$ cat src/common/tac_pkg.sv
package tac_pkg;

    typedef logic signed [15:0] tac_val_t;

    typedef enum logic [3:0] {
        TAC_K_OFF          = 4'h0,
        TAC_K_BAND_OUT     = 4'h1,
        TAC_K_UPPER        = 4'h2,
        TAC_K_LOWER        = 4'h3,
        TAC_K_BAND_IN      = 4'h4,
        TAC_K_BAND_OUT_SB  = 4'h5,
        TAC_K_UPPER_SB     = 4'h6,
        TAC_K_LOWER_SB     = 4'h7,
        TAC_K_ABS_UPPER    = 4'h8,
        TAC_K_ABS_LOWER    = 4'h9,
        TAC_K_ABS_UPPER_SB = 4'hA,
        TAC_K_ABS_LOWER_SB = 4'hB,
        TAC_K_LOOP_BREAK   = 4'hC
    } tac_kind_t;

    typedef struct packed {
        tac_val_t thresh;
        tac_val_t high;
        tac_val_t low;
        logic [13:0] hys;
    } tac_ch_cfg_t;

    typedef struct packed {
        logic range;
        logic trip;
    } tac_eval_t;

    // Register byte offsets.
    localparam logic [7:0] TAC_OFS_CTRL = 8'h00;
    localparam logic [7:0] TAC_OFS_KIND = 8'h04;
    localparam logic [7:0] TAC_OFS_SETPOINT = 8'h08;
    localparam logic [7:0] TAC_OFS_COMP = 8'h0C;
    localparam logic [7:0] TAC_OFS_THRESH1 = 8'h10;
    localparam logic [7:0] TAC_OFS_THRESH2 = 8'h14;
    localparam logic [7:0] TAC_OFS_HIGH1 = 8'h18;
    localparam logic [7:0] TAC_OFS_LOW1 = 8'h1C;
    localparam logic [7:0] TAC_OFS_HIGH2 = 8'h20;
    localparam logic [7:0] TAC_OFS_LOW2 = 8'h24;
    localparam logic [7:0] TAC_OFS_DEADBAND1 = 8'h28;
    localparam logic [7:0] TAC_OFS_DEADBAND2 = 8'h2C;
    localparam logic [7:0] TAC_OFS_ALARM_WORD = 8'h30;
    localparam logic [7:0] TAC_OFS_IRQ_STAT = 8'h34;
    localparam logic [7:0] TAC_OFS_IRQ_MASK = 8'h38;
    localparam logic [7:0] TAC_OFS_EVENT = 8'h3C;
    localparam logic [7:0] TAC_OFS_MEASURED = 8'h40;

    // Field positions.
    localparam int TAC_RESTART_BIT = 0;
    localparam int TAC_KIND1_LSB = 0;
    localparam int TAC_KIND2_LSB = 4;
    localparam int TAC_ARMED_LSB = 4;
    localparam int TAC_ACT_KIND_LSB = 8;

    // Reset values and limits.
    localparam tac_val_t TAC_VAL_RST = 16'h0000;
    localparam logic [3:0] TAC_KIND_RST = 4'h0;
    localparam logic [13:0] TAC_HYS_MIN = 14'h0001;
    localparam logic [13:0] TAC_HYS_MAX = 14'h270F;
    localparam logic [13:0] TAC_HYS_RST = 14'h0002;
    localparam logic [31:0] TAC_EVENT_CODE = 32'h652E_0000;

    // Standby kinds fold onto their plain counterpart.
    function automatic logic [3:0] tac_base_kind(input logic [3:0] k, input logic second);
        case (k)
            TAC_K_BAND_OUT_SB: tac_base_kind = TAC_K_BAND_OUT;
            TAC_K_UPPER_SB: tac_base_kind = TAC_K_UPPER;
            TAC_K_LOWER_SB: tac_base_kind = TAC_K_LOWER;
            TAC_K_ABS_UPPER_SB: tac_base_kind = TAC_K_ABS_UPPER;
            TAC_K_ABS_LOWER_SB: tac_base_kind = TAC_K_ABS_LOWER;
            TAC_K_LOOP_BREAK: tac_base_kind = second ? TAC_K_OFF : TAC_K_LOOP_BREAK;
            default: tac_base_kind = (k > TAC_K_LOOP_BREAK) ? TAC_K_OFF : k;
        endcase
    endfunction

    function automatic logic tac_has_standby(input logic [3:0] k);
        tac_has_standby = (k == TAC_K_BAND_OUT_SB) || (k == TAC_K_UPPER_SB) ||
            (k == TAC_K_LOWER_SB) || (k == TAC_K_ABS_UPPER_SB) || (k == TAC_K_ABS_LOWER_SB);
    endfunction

endpackage

$ cat src/logic/tac_alarm.sv
`timescale 1ns/1ps
module tac_alarm import tac_pkg::*; (
    // Clock and reset
    input wire logic hclk,
    input wire logic hresetn,
    // AHB-Lite slave
    input wire logic hsel,
    input wire logic [31:0] haddr,
    input wire logic [1:0] htrans,
    input wire logic hwrite,
    input wire logic [2:0] hsize,
    input wire logic [31:0] hwdata,
    input wire logic hready,
    output logic hreadyout,
    output logic hresp,
    output logic [31:0] hrdata,
    // Measured value from the sampling logic on hclk
    input wire logic signed [15:0] measured_value,
    input wire logic sample_stb,
    // Alarm outputs
    output logic [1:0] alarm_detect,
    output logic alarm_event,
    output logic [31:0] event_code,
    output logic loop_break_alarm_sel,
    output logic irq
);

    // ------------------------------------------------------------
    // Bus slave
    // ------------------------------------------------------------
    logic wr_pend_q;
    logic rd_pend_q;
    logic [7:0] addr_q;
    logic wr_en;
    logic [31:0] wd;
    logic addr_ok;

    assign hreadyout = 1'b1;
    assign hresp = 1'b0;
    assign wr_en = wr_pend_q;
    assign wd = hwdata;
    assign addr_ok = (haddr[31:8] == 24'h000000) && (haddr[1:0] == 2'h0);

    always_ff @(posedge hclk or negedge hresetn) begin
        if (!hresetn) begin
            wr_pend_q <= 1'b0;
            rd_pend_q <= 1'b0;
            addr_q <= 8'h00;
        end else if (hready) begin
            wr_pend_q <= hsel && htrans[1] && hwrite && addr_ok;
            rd_pend_q <= hsel && htrans[1] && !hwrite && addr_ok;
            addr_q <= haddr[7:0];
        end
    end

    // ------------------------------------------------------------
    // Settings written by the host
    // ------------------------------------------------------------
    logic [3:0] kind_pend_q [2];
    logic [3:0] kind_act_q [2];
    tac_ch_cfg_t cfg_q [2];
    tac_val_t setpoint_q;
    logic [31:0] comp_q;
    logic restart;
    logic [1:0] rearm;
    logic [13:0] hys_in;

    function automatic logic [13:0] clamp_hys(input logic [31:0] v);
        if (v[31:14] != 18'h00000 || v[13:0] > TAC_HYS_MAX) begin
            clamp_hys = TAC_HYS_MAX;
        end else if (v[13:0] < TAC_HYS_MIN) begin
            clamp_hys = TAC_HYS_MIN;
        end else begin
            clamp_hys = v[13:0];
        end
    endfunction

    assign hys_in = clamp_hys(wd);
    assign restart = wr_en && (addr_q == TAC_OFS_CTRL) && wd[TAC_RESTART_BIT];

    // Any change of a value that moves the trip point restarts the standby wait.
    always_comb begin
        rearm[0] = restart;
        rearm[1] = restart;
        if (wr_en) begin
            if (addr_q == TAC_OFS_SETPOINT || addr_q == TAC_OFS_COMP) begin
                rearm = 2'h3;
            end
            if (addr_q == TAC_OFS_THRESH1 || addr_q == TAC_OFS_HIGH1 ||
                addr_q == TAC_OFS_LOW1) begin
                rearm[0] = 1'b1;
            end
            if (addr_q == TAC_OFS_THRESH2 || addr_q == TAC_OFS_HIGH2 ||
                addr_q == TAC_OFS_LOW2) begin
                rearm[1] = 1'b1;
            end
        end
    end

    always_ff @(posedge hclk or negedge hresetn) begin
        if (!hresetn) begin
            setpoint_q <= TAC_VAL_RST;
            comp_q <= 32'h0000_0000;
            for (int i = 0; i < 2; i++) begin
                cfg_q[i] <= '{TAC_VAL_RST, TAC_VAL_RST, TAC_VAL_RST, TAC_HYS_RST};
                kind_pend_q[i] <= TAC_KIND_RST;
            end
        end else if (wr_en) begin
            case (addr_q)
                TAC_OFS_KIND: begin
                    kind_pend_q[0] <= wd[TAC_KIND1_LSB +: 4];
                    kind_pend_q[1] <= wd[TAC_KIND2_LSB +: 4];
                end
                TAC_OFS_SETPOINT: setpoint_q <= wd[15:0];
                TAC_OFS_COMP: comp_q <= wd;
                TAC_OFS_THRESH1: cfg_q[0].thresh <= wd[15:0];
                TAC_OFS_THRESH2: cfg_q[1].thresh <= wd[15:0];
                TAC_OFS_HIGH1: cfg_q[0].high <= wd[15:0];
                TAC_OFS_LOW1: cfg_q[0].low <= wd[15:0];
                TAC_OFS_HIGH2: cfg_q[1].high <= wd[15:0];
                TAC_OFS_LOW2: cfg_q[1].low <= wd[15:0];
                TAC_OFS_DEADBAND1: cfg_q[0].hys <= hys_in;
                TAC_OFS_DEADBAND2: cfg_q[1].hys <= hys_in;
                default: ;
            endcase
        end
    end

    // A running comparison must not see its kind change under it.
    always_ff @(posedge hclk or negedge hresetn) begin
        if (!hresetn) begin
            kind_act_q[0] <= TAC_KIND_RST;
            kind_act_q[1] <= TAC_KIND_RST;
        end else if (restart) begin
            kind_act_q[0] <= (kind_pend_q[0] > TAC_K_LOOP_BREAK) ? TAC_KIND_RST : kind_pend_q[0];
            kind_act_q[1] <= (kind_pend_q[1] > TAC_K_LOOP_BREAK) ? TAC_KIND_RST : kind_pend_q[1];
        end
    end

    assign loop_break_alarm_sel = (kind_act_q[0] == TAC_K_LOOP_BREAK);

    // ------------------------------------------------------------
    // Comparison
    // ------------------------------------------------------------
    function automatic tac_eval_t tac_eval(input logic [3:0] k, input tac_val_t pv,
                                           input tac_val_t sp, input tac_ch_cfg_t c,
                                           input logic cur);
        logic signed [17:0] p;
        logic signed [17:0] h;
        logic signed [17:0] up;
        logic signed [17:0] lo;
        logic signed [17:0] x;
        tac_eval_t r;
        p = 18'(pv);
        h = 18'({4'h0, c.hys});
        x = 18'(c.thresh);
        up = 18'(sp) + 18'(c.high);
        lo = 18'(sp) - 18'(c.low);
        r = '0;
        case (k)
            TAC_K_BAND_OUT: begin
                r.range = (p > up) || (p < lo);
                r.trip = cur ? !((p <= up - h) && (p >= lo + h)) : r.range;
            end
            TAC_K_BAND_IN: begin
                r.range = (p >= lo) && (p <= up);
                r.trip = cur ? ((p > lo - h) && (p < up + h)) : r.range;
            end
            TAC_K_UPPER: begin
                r.range = p > 18'(sp) + x;
                r.trip = cur ? (p > 18'(sp) + x - h) : r.range;
            end
            TAC_K_LOWER: begin
                r.range = p < 18'(sp) - x;
                r.trip = cur ? (p < 18'(sp) - x + h) : r.range;
            end
            TAC_K_ABS_UPPER: begin
                r.range = p > x;
                r.trip = cur ? (p > x - h) : r.range;
            end
            TAC_K_ABS_LOWER: begin
                r.range = p < x;
                r.trip = cur ? (p < x + h) : r.range;
            end
            default: r = '0;
        endcase
        return r;
    endfunction

    logic [1:0] det_q;
    logic [1:0] armed_q;
    logic [1:0] det_d;
    logic [1:0] sb;
    tac_eval_t res [2];

    always_comb begin
        for (int i = 0; i < 2; i++) begin
            res[i] = tac_eval(tac_base_kind(kind_act_q[i], i == 1), measured_value,
                              setpoint_q, cfg_q[i], det_q[i]);
            sb[i] = tac_has_standby(kind_act_q[i]);
            det_d[i] = res[i].trip && !(sb[i] && armed_q[i]);
        end
    end

    // Armed from reset, so a value already in range at power-up stays quiet.
    always_ff @(posedge hclk or negedge hresetn) begin
        if (!hresetn) begin
            armed_q <= 2'h3;
            det_q <= 2'h0;
        end else begin
            for (int i = 0; i < 2; i++) begin
                if (rearm[i]) begin
                    armed_q[i] <= 1'b1;
                end else if (sample_stb && !res[i].range) begin
                    armed_q[i] <= 1'b0;
                end
                if (restart) begin
                    det_q[i] <= 1'b0;
                end else if (sample_stb) begin
                    det_q[i] <= det_d[i];
                end
            end
        end
    end

    assign alarm_detect = det_q;

    // ------------------------------------------------------------
    // Events and interrupt
    // ------------------------------------------------------------
    logic [1:0] rise;
    logic [1:0] irq_stat_q;
    logic [1:0] irq_mask_q;
    logic [1:0] w1c;

    assign rise = det_d & ~det_q & {2{sample_stb && !restart}};
    assign w1c = (wr_en && addr_q == TAC_OFS_IRQ_STAT) ? wd[1:0] : 2'h0;

    always_ff @(posedge hclk or negedge hresetn) begin
        if (!hresetn) begin
            alarm_event <= 1'b0;
            event_code <= 32'h0000_0000;
        end else begin
            alarm_event <= |rise;
            if (|rise) begin
                event_code <= TAC_EVENT_CODE;
            end
        end
    end

    // Set wins over a clear in the same cycle.
    always_ff @(posedge hclk or negedge hresetn) begin
        if (!hresetn) begin
            irq_stat_q <= 2'h0;
            irq_mask_q <= 2'h0;
        end else begin
            irq_stat_q <= (irq_stat_q & ~w1c) | rise;
            if (wr_en && addr_q == TAC_OFS_IRQ_MASK) begin
                irq_mask_q <= wd[1:0];
            end
        end
    end

    assign irq = |(irq_stat_q & irq_mask_q);

    // ------------------------------------------------------------
    // Read mux
    // ------------------------------------------------------------
    always_comb begin
        hrdata = 32'h0000_0000;
        if (rd_pend_q) begin
            case (addr_q)
                TAC_OFS_KIND: hrdata = {24'h0, kind_pend_q[1], kind_pend_q[0]};
                TAC_OFS_SETPOINT: hrdata = {16'h0, setpoint_q};
                TAC_OFS_COMP: hrdata = comp_q;
                TAC_OFS_THRESH1: hrdata = {16'h0, cfg_q[0].thresh};
                TAC_OFS_THRESH2: hrdata = {16'h0, cfg_q[1].thresh};
                TAC_OFS_HIGH1: hrdata = {16'h0, cfg_q[0].high};
                TAC_OFS_LOW1: hrdata = {16'h0, cfg_q[0].low};
                TAC_OFS_HIGH2: hrdata = {16'h0, cfg_q[1].high};
                TAC_OFS_LOW2: hrdata = {16'h0, cfg_q[1].low};
                TAC_OFS_DEADBAND1: hrdata = {18'h0, cfg_q[0].hys};
                TAC_OFS_DEADBAND2: hrdata = {18'h0, cfg_q[1].hys};
                TAC_OFS_ALARM_WORD: hrdata = {16'h0, kind_act_q[1], kind_act_q[0],
                                              2'h0, armed_q, 2'h0, det_q};
                TAC_OFS_IRQ_STAT: hrdata = {30'h0, irq_stat_q};
                TAC_OFS_IRQ_MASK: hrdata = {30'h0, irq_mask_q};
                TAC_OFS_EVENT: hrdata = TAC_EVENT_CODE;
                TAC_OFS_MEASURED: hrdata = {16'h0, measured_value};
                default: hrdata = 32'h0000_0000;
            endcase
        end
    end
endmodule // tac_alarm

$ cat config.mk
export PLATFORM = sky130hd
export DESIGN_NAME = tac_alarm
export DESIGN_NICKNAME = d
export VERILOG_FILES = /design/src/common/tac_pkg.sv /design/src/logic/tac_alarm.sv
export SDC_FILE = /design/constraint.sdc
export NUM_CORES = 2
export LEC_CHECK = 0
export ABC_CLOCK_PERIOD_IN_PS = 16580
export BUFFER_PORTS_ARGS = -buffer_cell sky130_fd_sc_hd__buf_2
export CORE_MARGIN = 2
export CORE_UTILIZATION = 40
export CTS_CLUSTER_DIAMETER = 30
export CTS_CLUSTER_SIZE = 24
export DETAILED_ROUTE_END_ITERATION = 7
export PLACE_DENSITY = 0.55
export REMOVE_ABC_BUFFERS = 1
export SLEW_MARGIN = 40
export SYNTH_ARGS = -nofsm -noshare
export SYNTH_HDL_FRONTEND = slang
export SYNTH_SLANG_ARGS = --single-unit
$ cat constraint.sdc
create_clock -name hclk -period 16.58 [get_ports hclk]
set_clock_uncertainty 0.2 [all_clocks]
set_input_delay 1.658 -clock hclk [delete_from_list [all_inputs] [get_ports hclk]]
set_output_delay 1.658 -clock hclk [all_outputs]
set_load 0.02 [all_outputs]
* After elaboration in Yosys (flattened, before gate mapping)
Index checks and enable logic that the tools add are counted.
Word-level totals: logic and storage cells 237, register bits 208, output and inout port bits 71
Cells by class: bitwise gates (word level) 7, reduce and logical (&&, ||, !) cells 67, equality and inequality tests 40, magnitude comparators 38, mux-type cells 37, add/subtract/negate cells 24
Operators with widths (count):
- one-hot mux 32 bit (16 select lines) | 1
- adder 17 x 15 -> 18 bit | 6
- subtractor 17 x 15 -> 18 bit | 6
- > comparator 16 x 17 -> 1 bit | 6
- < comparator 16 x 17 -> 1 bit | 6
- > comparator 16 x 18 -> 1 bit | 4
- < comparator 16 x 18 -> 1 bit | 4
- adder 16 x 16 -> 17 bit | 4
- subtractor 16 x 16 -> 17 bit | 4
- equality test 8 x 6 -> 1 bit (second input constant) | 8
- one-hot mux 4 bit (6 select lines) | 2
- equality test 4 bit (second input constant) | 10
- >= comparator 16 x 18 -> 1 bit | 2
- less-or-equal comparator 16 x 18 -> 1 bit | 2
- adder 16 x 15 -> 17 bit | 2
- >= comparator 16 x 17 -> 1 bit | 2
- less-or-equal comparator 16 x 17 -> 1 bit | 2
- subtractor 16 x 15 -> 17 bit | 2
- equality test 4 x 3 -> 1 bit (second input constant) | 8
- equality test 8 x 5 -> 1 bit (second input constant) | 4
- > comparator 16 bit | 2
- < comparator 16 bit | 2
- two-way mux 32 bit | 1
- two-way mux 14 bit | 2
- 25 further kinds | 121

* Depth between registers and ports, before layout
word-level depth 11, depth in mapped cells 31, gate-level depth less buffers 30

* Least setup slack after synthesis
OpenSTA, ideal clock, no wires.
path kind register to register, start register setpoint_q[1], end register, netlist name event_code[17], cell stages (with the launch flop) 28, slack 10269 ps, path buffers 1, period minus slack after synthesis 6311 ps, arrival time 5980 ps, path through dfrtp_1 inv_1 fa_1 nor2b_1 o31a_1 o31a_1 o21a_1 nor2_1 xnor2_1 ha_1 clkbuf_1 nor2b_1 nand2_1 a21oi_1 nor2_1 a221oi_1 nor2b_1 a21boi_0 xnor2_1 ha_1 and4_1 a221o_1 a2111oi_0 o211a_1 nand4_1 o211ai_1 nor2_1 or3_1
Between the ends: longest elaborated chain between the ends 11, elaborated cells on any way between the ends 69
Ends and longest elaborated chain:
- start: declaration | line tac_alarm.sv:62 | tac_val_t setpoint_q;
- start signal: assignment | line tac_alarm.sv:114 | TAC_OFS_SETPOINT: setpoint_q <= wd[15:0];
- adder 16 x 16 -> 17 bit or subtractor 16 x 16 -> 17 bit (tied branches) | line tac_alarm.sv:157, tac_alarm.sv:158
- subtractor 17 x 15 -> 18 bit or adder 17 x 15 -> 18 bit (tied branches) | line tac_alarm.sv:163 | r.trip = cur ? !((p <= up - h) && (p >= lo + h)) : r.range;
- less-or-equal comparator 16 x 18 -> 1 bit or >= comparator 16 x 18 -> 1 bit (tied branches) | line tac_alarm.sv:163
- logical AND 1 bit | line tac_alarm.sv:163
- logical NOT 1 bit | line tac_alarm.sv:163
- two-way mux 1 bit | line tac_alarm.sv:163
- one-hot mux 2 bit (6 select lines) | line tac_alarm.sv:160 | case (k)
- logical AND 1 bit | line tac_alarm.sv:201 | det_d[i] = res[i].trip && !(sb[i] && armed_q[i]);
- bitwise AND 2 bit * (2 in series) | line tac_alarm.sv:236 | assign rise = det_d & ~det_q & {2{sample_stb && !restart}};
- OR reduction 2 bit * | line tac_alarm.sv:245 | if (|rise) begin
Mark *: on every way between the ends. The rest lies on a longest branch, timed or not. A chain may end at the register's enable or synchronous reset.

* Final worst setup path
start register setpoint_q[1], end register, netlist name event_code[17]
Between the ends: longest elaborated chain between the ends 11, elaborated cells on any way between the ends 69
Ends and longest elaborated chain (line):
- adder 16 x 16 -> 17 bit or subtractor 16 x 16 -> 17 bit (tied branches) | tac_alarm.sv:157, tac_alarm.sv:158
- subtractor 17 x 15 -> 18 bit or adder 17 x 15 -> 18 bit (tied branches) | tac_alarm.sv:163
- less-or-equal comparator 16 x 18 -> 1 bit or >= comparator 16 x 18 -> 1 bit (tied branches) | tac_alarm.sv:163
- logical AND 1 bit | tac_alarm.sv:163
- logical NOT 1 bit | tac_alarm.sv:163
- two-way mux 1 bit | tac_alarm.sv:163
- one-hot mux 2 bit (6 select lines) | tac_alarm.sv:160
- logical AND 1 bit | tac_alarm.sv:201
- bitwise AND 2 bit * (2 in series) | tac_alarm.sv:236
- OR reduction 2 bit * | tac_alarm.sv:245
Marked as above.

==> flow_metrics.env <==
export IMPL_status="complete, no violations"
export IMPL_core_area_um2=88500
export IMPL_postCtsSetupBuffers=0
export IMPL_rsz0062_at_grt="false"
export IMPL_tightest_slew_ns=0.974
export IMPL_ctsRootBufferMaster="clkbuf_16"
export IMPL_ios=162
export IMPL_max_stage_delay_ns=0.71
export IMPL_p_leak_nw=19.0
export IMPL_ys_async_sr_fraction_pct=100
export IMPL_start_kind="flop"
export IMPL_nFillCells=8831
export IMPL_die_h_um=303
export IMPL_viasPerCell=5.88
export IMPL_firstDrtPassIters=6
export IMPL_drc_errors=0
export IMPL_grt_pass1_wl_um=201000
export IMPL_holdWs_ns=0.294
export IMPL_crit_buf_inv=2
export IMPL_vias=32900
export IMPL_stdcell_count=5600
export IMPL_die_w_um=303
export IMPL_dp_cells=5532
export IMPL_synth_ff_type="dfrtp_1"
export IMPL_gp_congestion=0.973
export IMPL_ant_nets=0
export IMPL_grt_max_degree=79
export IMPL_syn_area_um2=35800
export IMPL_h_tree_depth=2
export IMPL_drt_total_wl_um=137000
export IMPL_ys_types=86
export IMPL_post_cts_resized=0
export IMPL_maxSlewHeadroom_pct=35.1
export IMPL_cts_tree="done"
export IMPL_post_route_util_pct=44.3
export IMPL_synthCells=4286
export IMPL_synth_edf_count=0
export IMPL_grt_ovfl_total=0
export IMPL_initial_core_util_pct=40.4
export IMPL_use_met3_pct=7.49
export IMPL_critPathCaptureType="flop"
export IMPL_setup_violations=0
export IMPL_maxCapViolations=0
export IMPL_yosysSeqAreaShare_pct=14.6
export IMPL_synth_area_leader_cell="ha_1"
export IMPL_port_buffers=131
export IMPL_nets=5316
export IMPL_fmax_ghz=0.125
export IMPL_grt_pass1_vias=31200
export IMPL_routedWlPerCell_um=24.5
export IMPL_min_period_ns=7.99
export IMPL_crit_arrival_ns=8.19
export IMPL_hp_class="reg2reg"
export IMPL_period_share_pct=48.2
export IMPL_cts_hold_buf=0
export IMPL_use_met1_pct=39.1
export IMPL_drt_iter0_markers=2879
export IMPL_crit_required_ns=16.78
export IMPL_syn_area_per_cell_um2=8.35
export IMPL_design_area_um2=39200
export IMPL_ys_warn_count=0
export IMPL_area_growth_pct=9.52
export IMPL_p_per_area_nw_per_um2=85.8
export IMPL_layout_drive_gt1_share_pct=11.1
export IMPL_dp_hpwl_um=105000
export IMPL_rows=109
export IMPL_critPathSlowestCell="fa_1"
export IMPL_worstPathMaxFanout=9
export IMPL_critPathTopFamily="compound AO/OA/AOI/OAI gates"
export IMPL_final_hold_viol_count=0
export IMPL_antenna_found_initial=10
export IMPL_numCtsBuffers=35
export IMPL_clk_path_buf_depth=3
export IMPL_synth_area_leaders="ha_1, dfrtp_1, xnor2_1"
export IMPL_slew_violations=0
export IMPL_clock_latency_ns=0.53
export IMPL_placed_cell_area_um2=37900
export IMPL_crit_type="reg2reg"
export IMPL_path_clk_slew_ns=0.05
export IMPL_tns_ns=0
export IMPL_synth_top_area_share_pct=27.8
export IMPL_grt_use_met2_pct=46.5
export IMPL_dieArea_um2=91800
export IMPL_ir_worst_vdd_uv=72.6
export IMPL_gr_max_usage_layer="met2"
export IMPL_cts_sinks=208
export IMPL_grt_usage_pct=29.4
export IMPL_synth_seq_cells=208
-- metrics by stage --
step	power, mW	setup slack [ns]
after global placement	2.50	8.91
final	3.36	8.59
after CTS	3.34	8.95
after global routing	3.64	8.11
after detailed placement	2.53	9.03
after floorplan	2.02	10.40
-- flip-flops by register name, indices dropped and copies added (netlist names) --
signal        cells
armed_q           2
alarm_event       1
kind_act_q        8
irq_mask_q        2
irq_stat_q        2
wr_en             1
event_code        1
cfg_q           124
addr_q            8
setpoint_q       16
comp_q           32
rd_pend_q         1
kind_pend_q       8
alarm_detect      2
-- report_power, final --
| part | internal, mW | total, mW | switching [mW] |
|---|---|---|---|
| sequential | 0.534 | 0.588 | 0.0538 |
| combinational | 0.837 | 1.97 | 1.13 |
| clock | 0.525 | 0.807 | 0.282 |
| total | 1.90 | 3.36 | 1.46 |
-- cells in the mapped netlist (56+ instances only) --
cell type and n:
o21bai_1 56, mux2_2 167, nand3_1 75, a21oi_1 296, clkbuf_1 98, nand2b_1 65
o21ai_0 185, a221oi_1 57, nand4_1 64, dfrtp_1 204, xnor2_1 239, nor2b_1 69
inv_1 393, nand2_1 247, nor2_1 253, a21o_1 131, xor2_1 93, ha_1 796
nor3_1 96
-- layout make-up --
type	count	area [um^2]	share of cell area, %
clock buffers	44	1000	2.55
multi-input cells	3568	28600	72.9
repair buffers	198	1170	3.00
inverters	394	1480	3.77
well taps	1165	1460	3.72
flip-flops and latches	208	5210	13.3
clock inverters	19	288	0.734
diodes	4	10.0	0.0255
-- layout by cell type, fill, tap and decap left out, types with 24 or more instances in the layout --
cell       instances
ha_1             796
inv_1            392
a21oi_1          296
nor2_1           251
nand2_1          244
xnor2_1          239
dfrtp_1          202
o21ai_0          185
mux2_2           167
a21o_1           131
buf_2            131
nor3_1            95
xor2_1            93
nand3_1           75
nor2b_1           69
nand2b_1          65
nand4_1           64
buf_4             64
a221oi_1          57
o21bai_1          56
a31oi_1           54
o21a_1            44
a22o_1            40
a211oi_1          37
clkbuf_16         36
and3_1            30
or3_1             28
and2_1            27
o211ai_1          27
nor4_1            27
conb_1            26
fa_1              24
-- layer usage --
layer | routed length, um | vias to the layer above
li1 | - | 15800
met3 | 11900 | 266
met5 | 216 | -
met4 | 5190 | 8
met1 | 60500 | 15600
met2 | 59500 | 1231
-- path summary, 6_finish.rpt --
kind	from	cells past startpoint	endpoint	slack, ns
worst max-delay path	setpoint_q[1]	27	event_code[17]	8.59
worst min-delay path	comp_q[31]	1	comp_q[31]	0.29
worst max register to register	setpoint_q[1]	27	event_code[17]	8.59
worst min register to register	comp_q[31]	1	comp_q[31]	0.29
max in group asynchronous	hresetn	2	setpoint_q[0]	14.14
min in group asynchronous	hresetn	1	addr_q[2]	0.89
-- worst reg2reg max path, stage by stage (launching register included) --
cell and delay (ns):
dfrtp_1 0.35, clkinv_1 0.62, fa_1 0.72, nor2b_1 0.17, o31a_1 0.19, o31a_1 0.15, o21a_1 0.18, nor2_1 0.07
xnor2_1 0.52, ha_1 0.43, nor2b_1 0.28, nand2_1 0.08, a21oi_1 0.18, nor2_1 0.09, a221oi_1 0.38, nor2b_1 0.30
a21boi_0 0.15, xnor2_1 0.15, ha_1 0.29, and4_1 0.17, a221o_1 0.29, a2111oi_0 0.43, buf_4 0.23, o211a_1 0.17
nand4_1 0.15, o211ai_1 0.48, nor2_1 0.07, or3_1 0.37
-- logic make-up (layout without fill, tap and decap cells) --
family                   after synthesis  in the layout  synth area share [%]
AO/OA/AOI/OAI                       1152           1152                  21.7
AND/OR/NAND/NOR                     1060           1060                  14.8
adder cells (fa/ha/maj)              820            820                  29.2
buffers and inverters                534            655                  5.97
XOR/XNOR                             335            335                  8.26
flip-flops                           208            208                  14.6
multiplexers                         175            175                  5.48
other                                  2             30                0.0210
No activity file was read; power rests on OpenSTA's default activity.
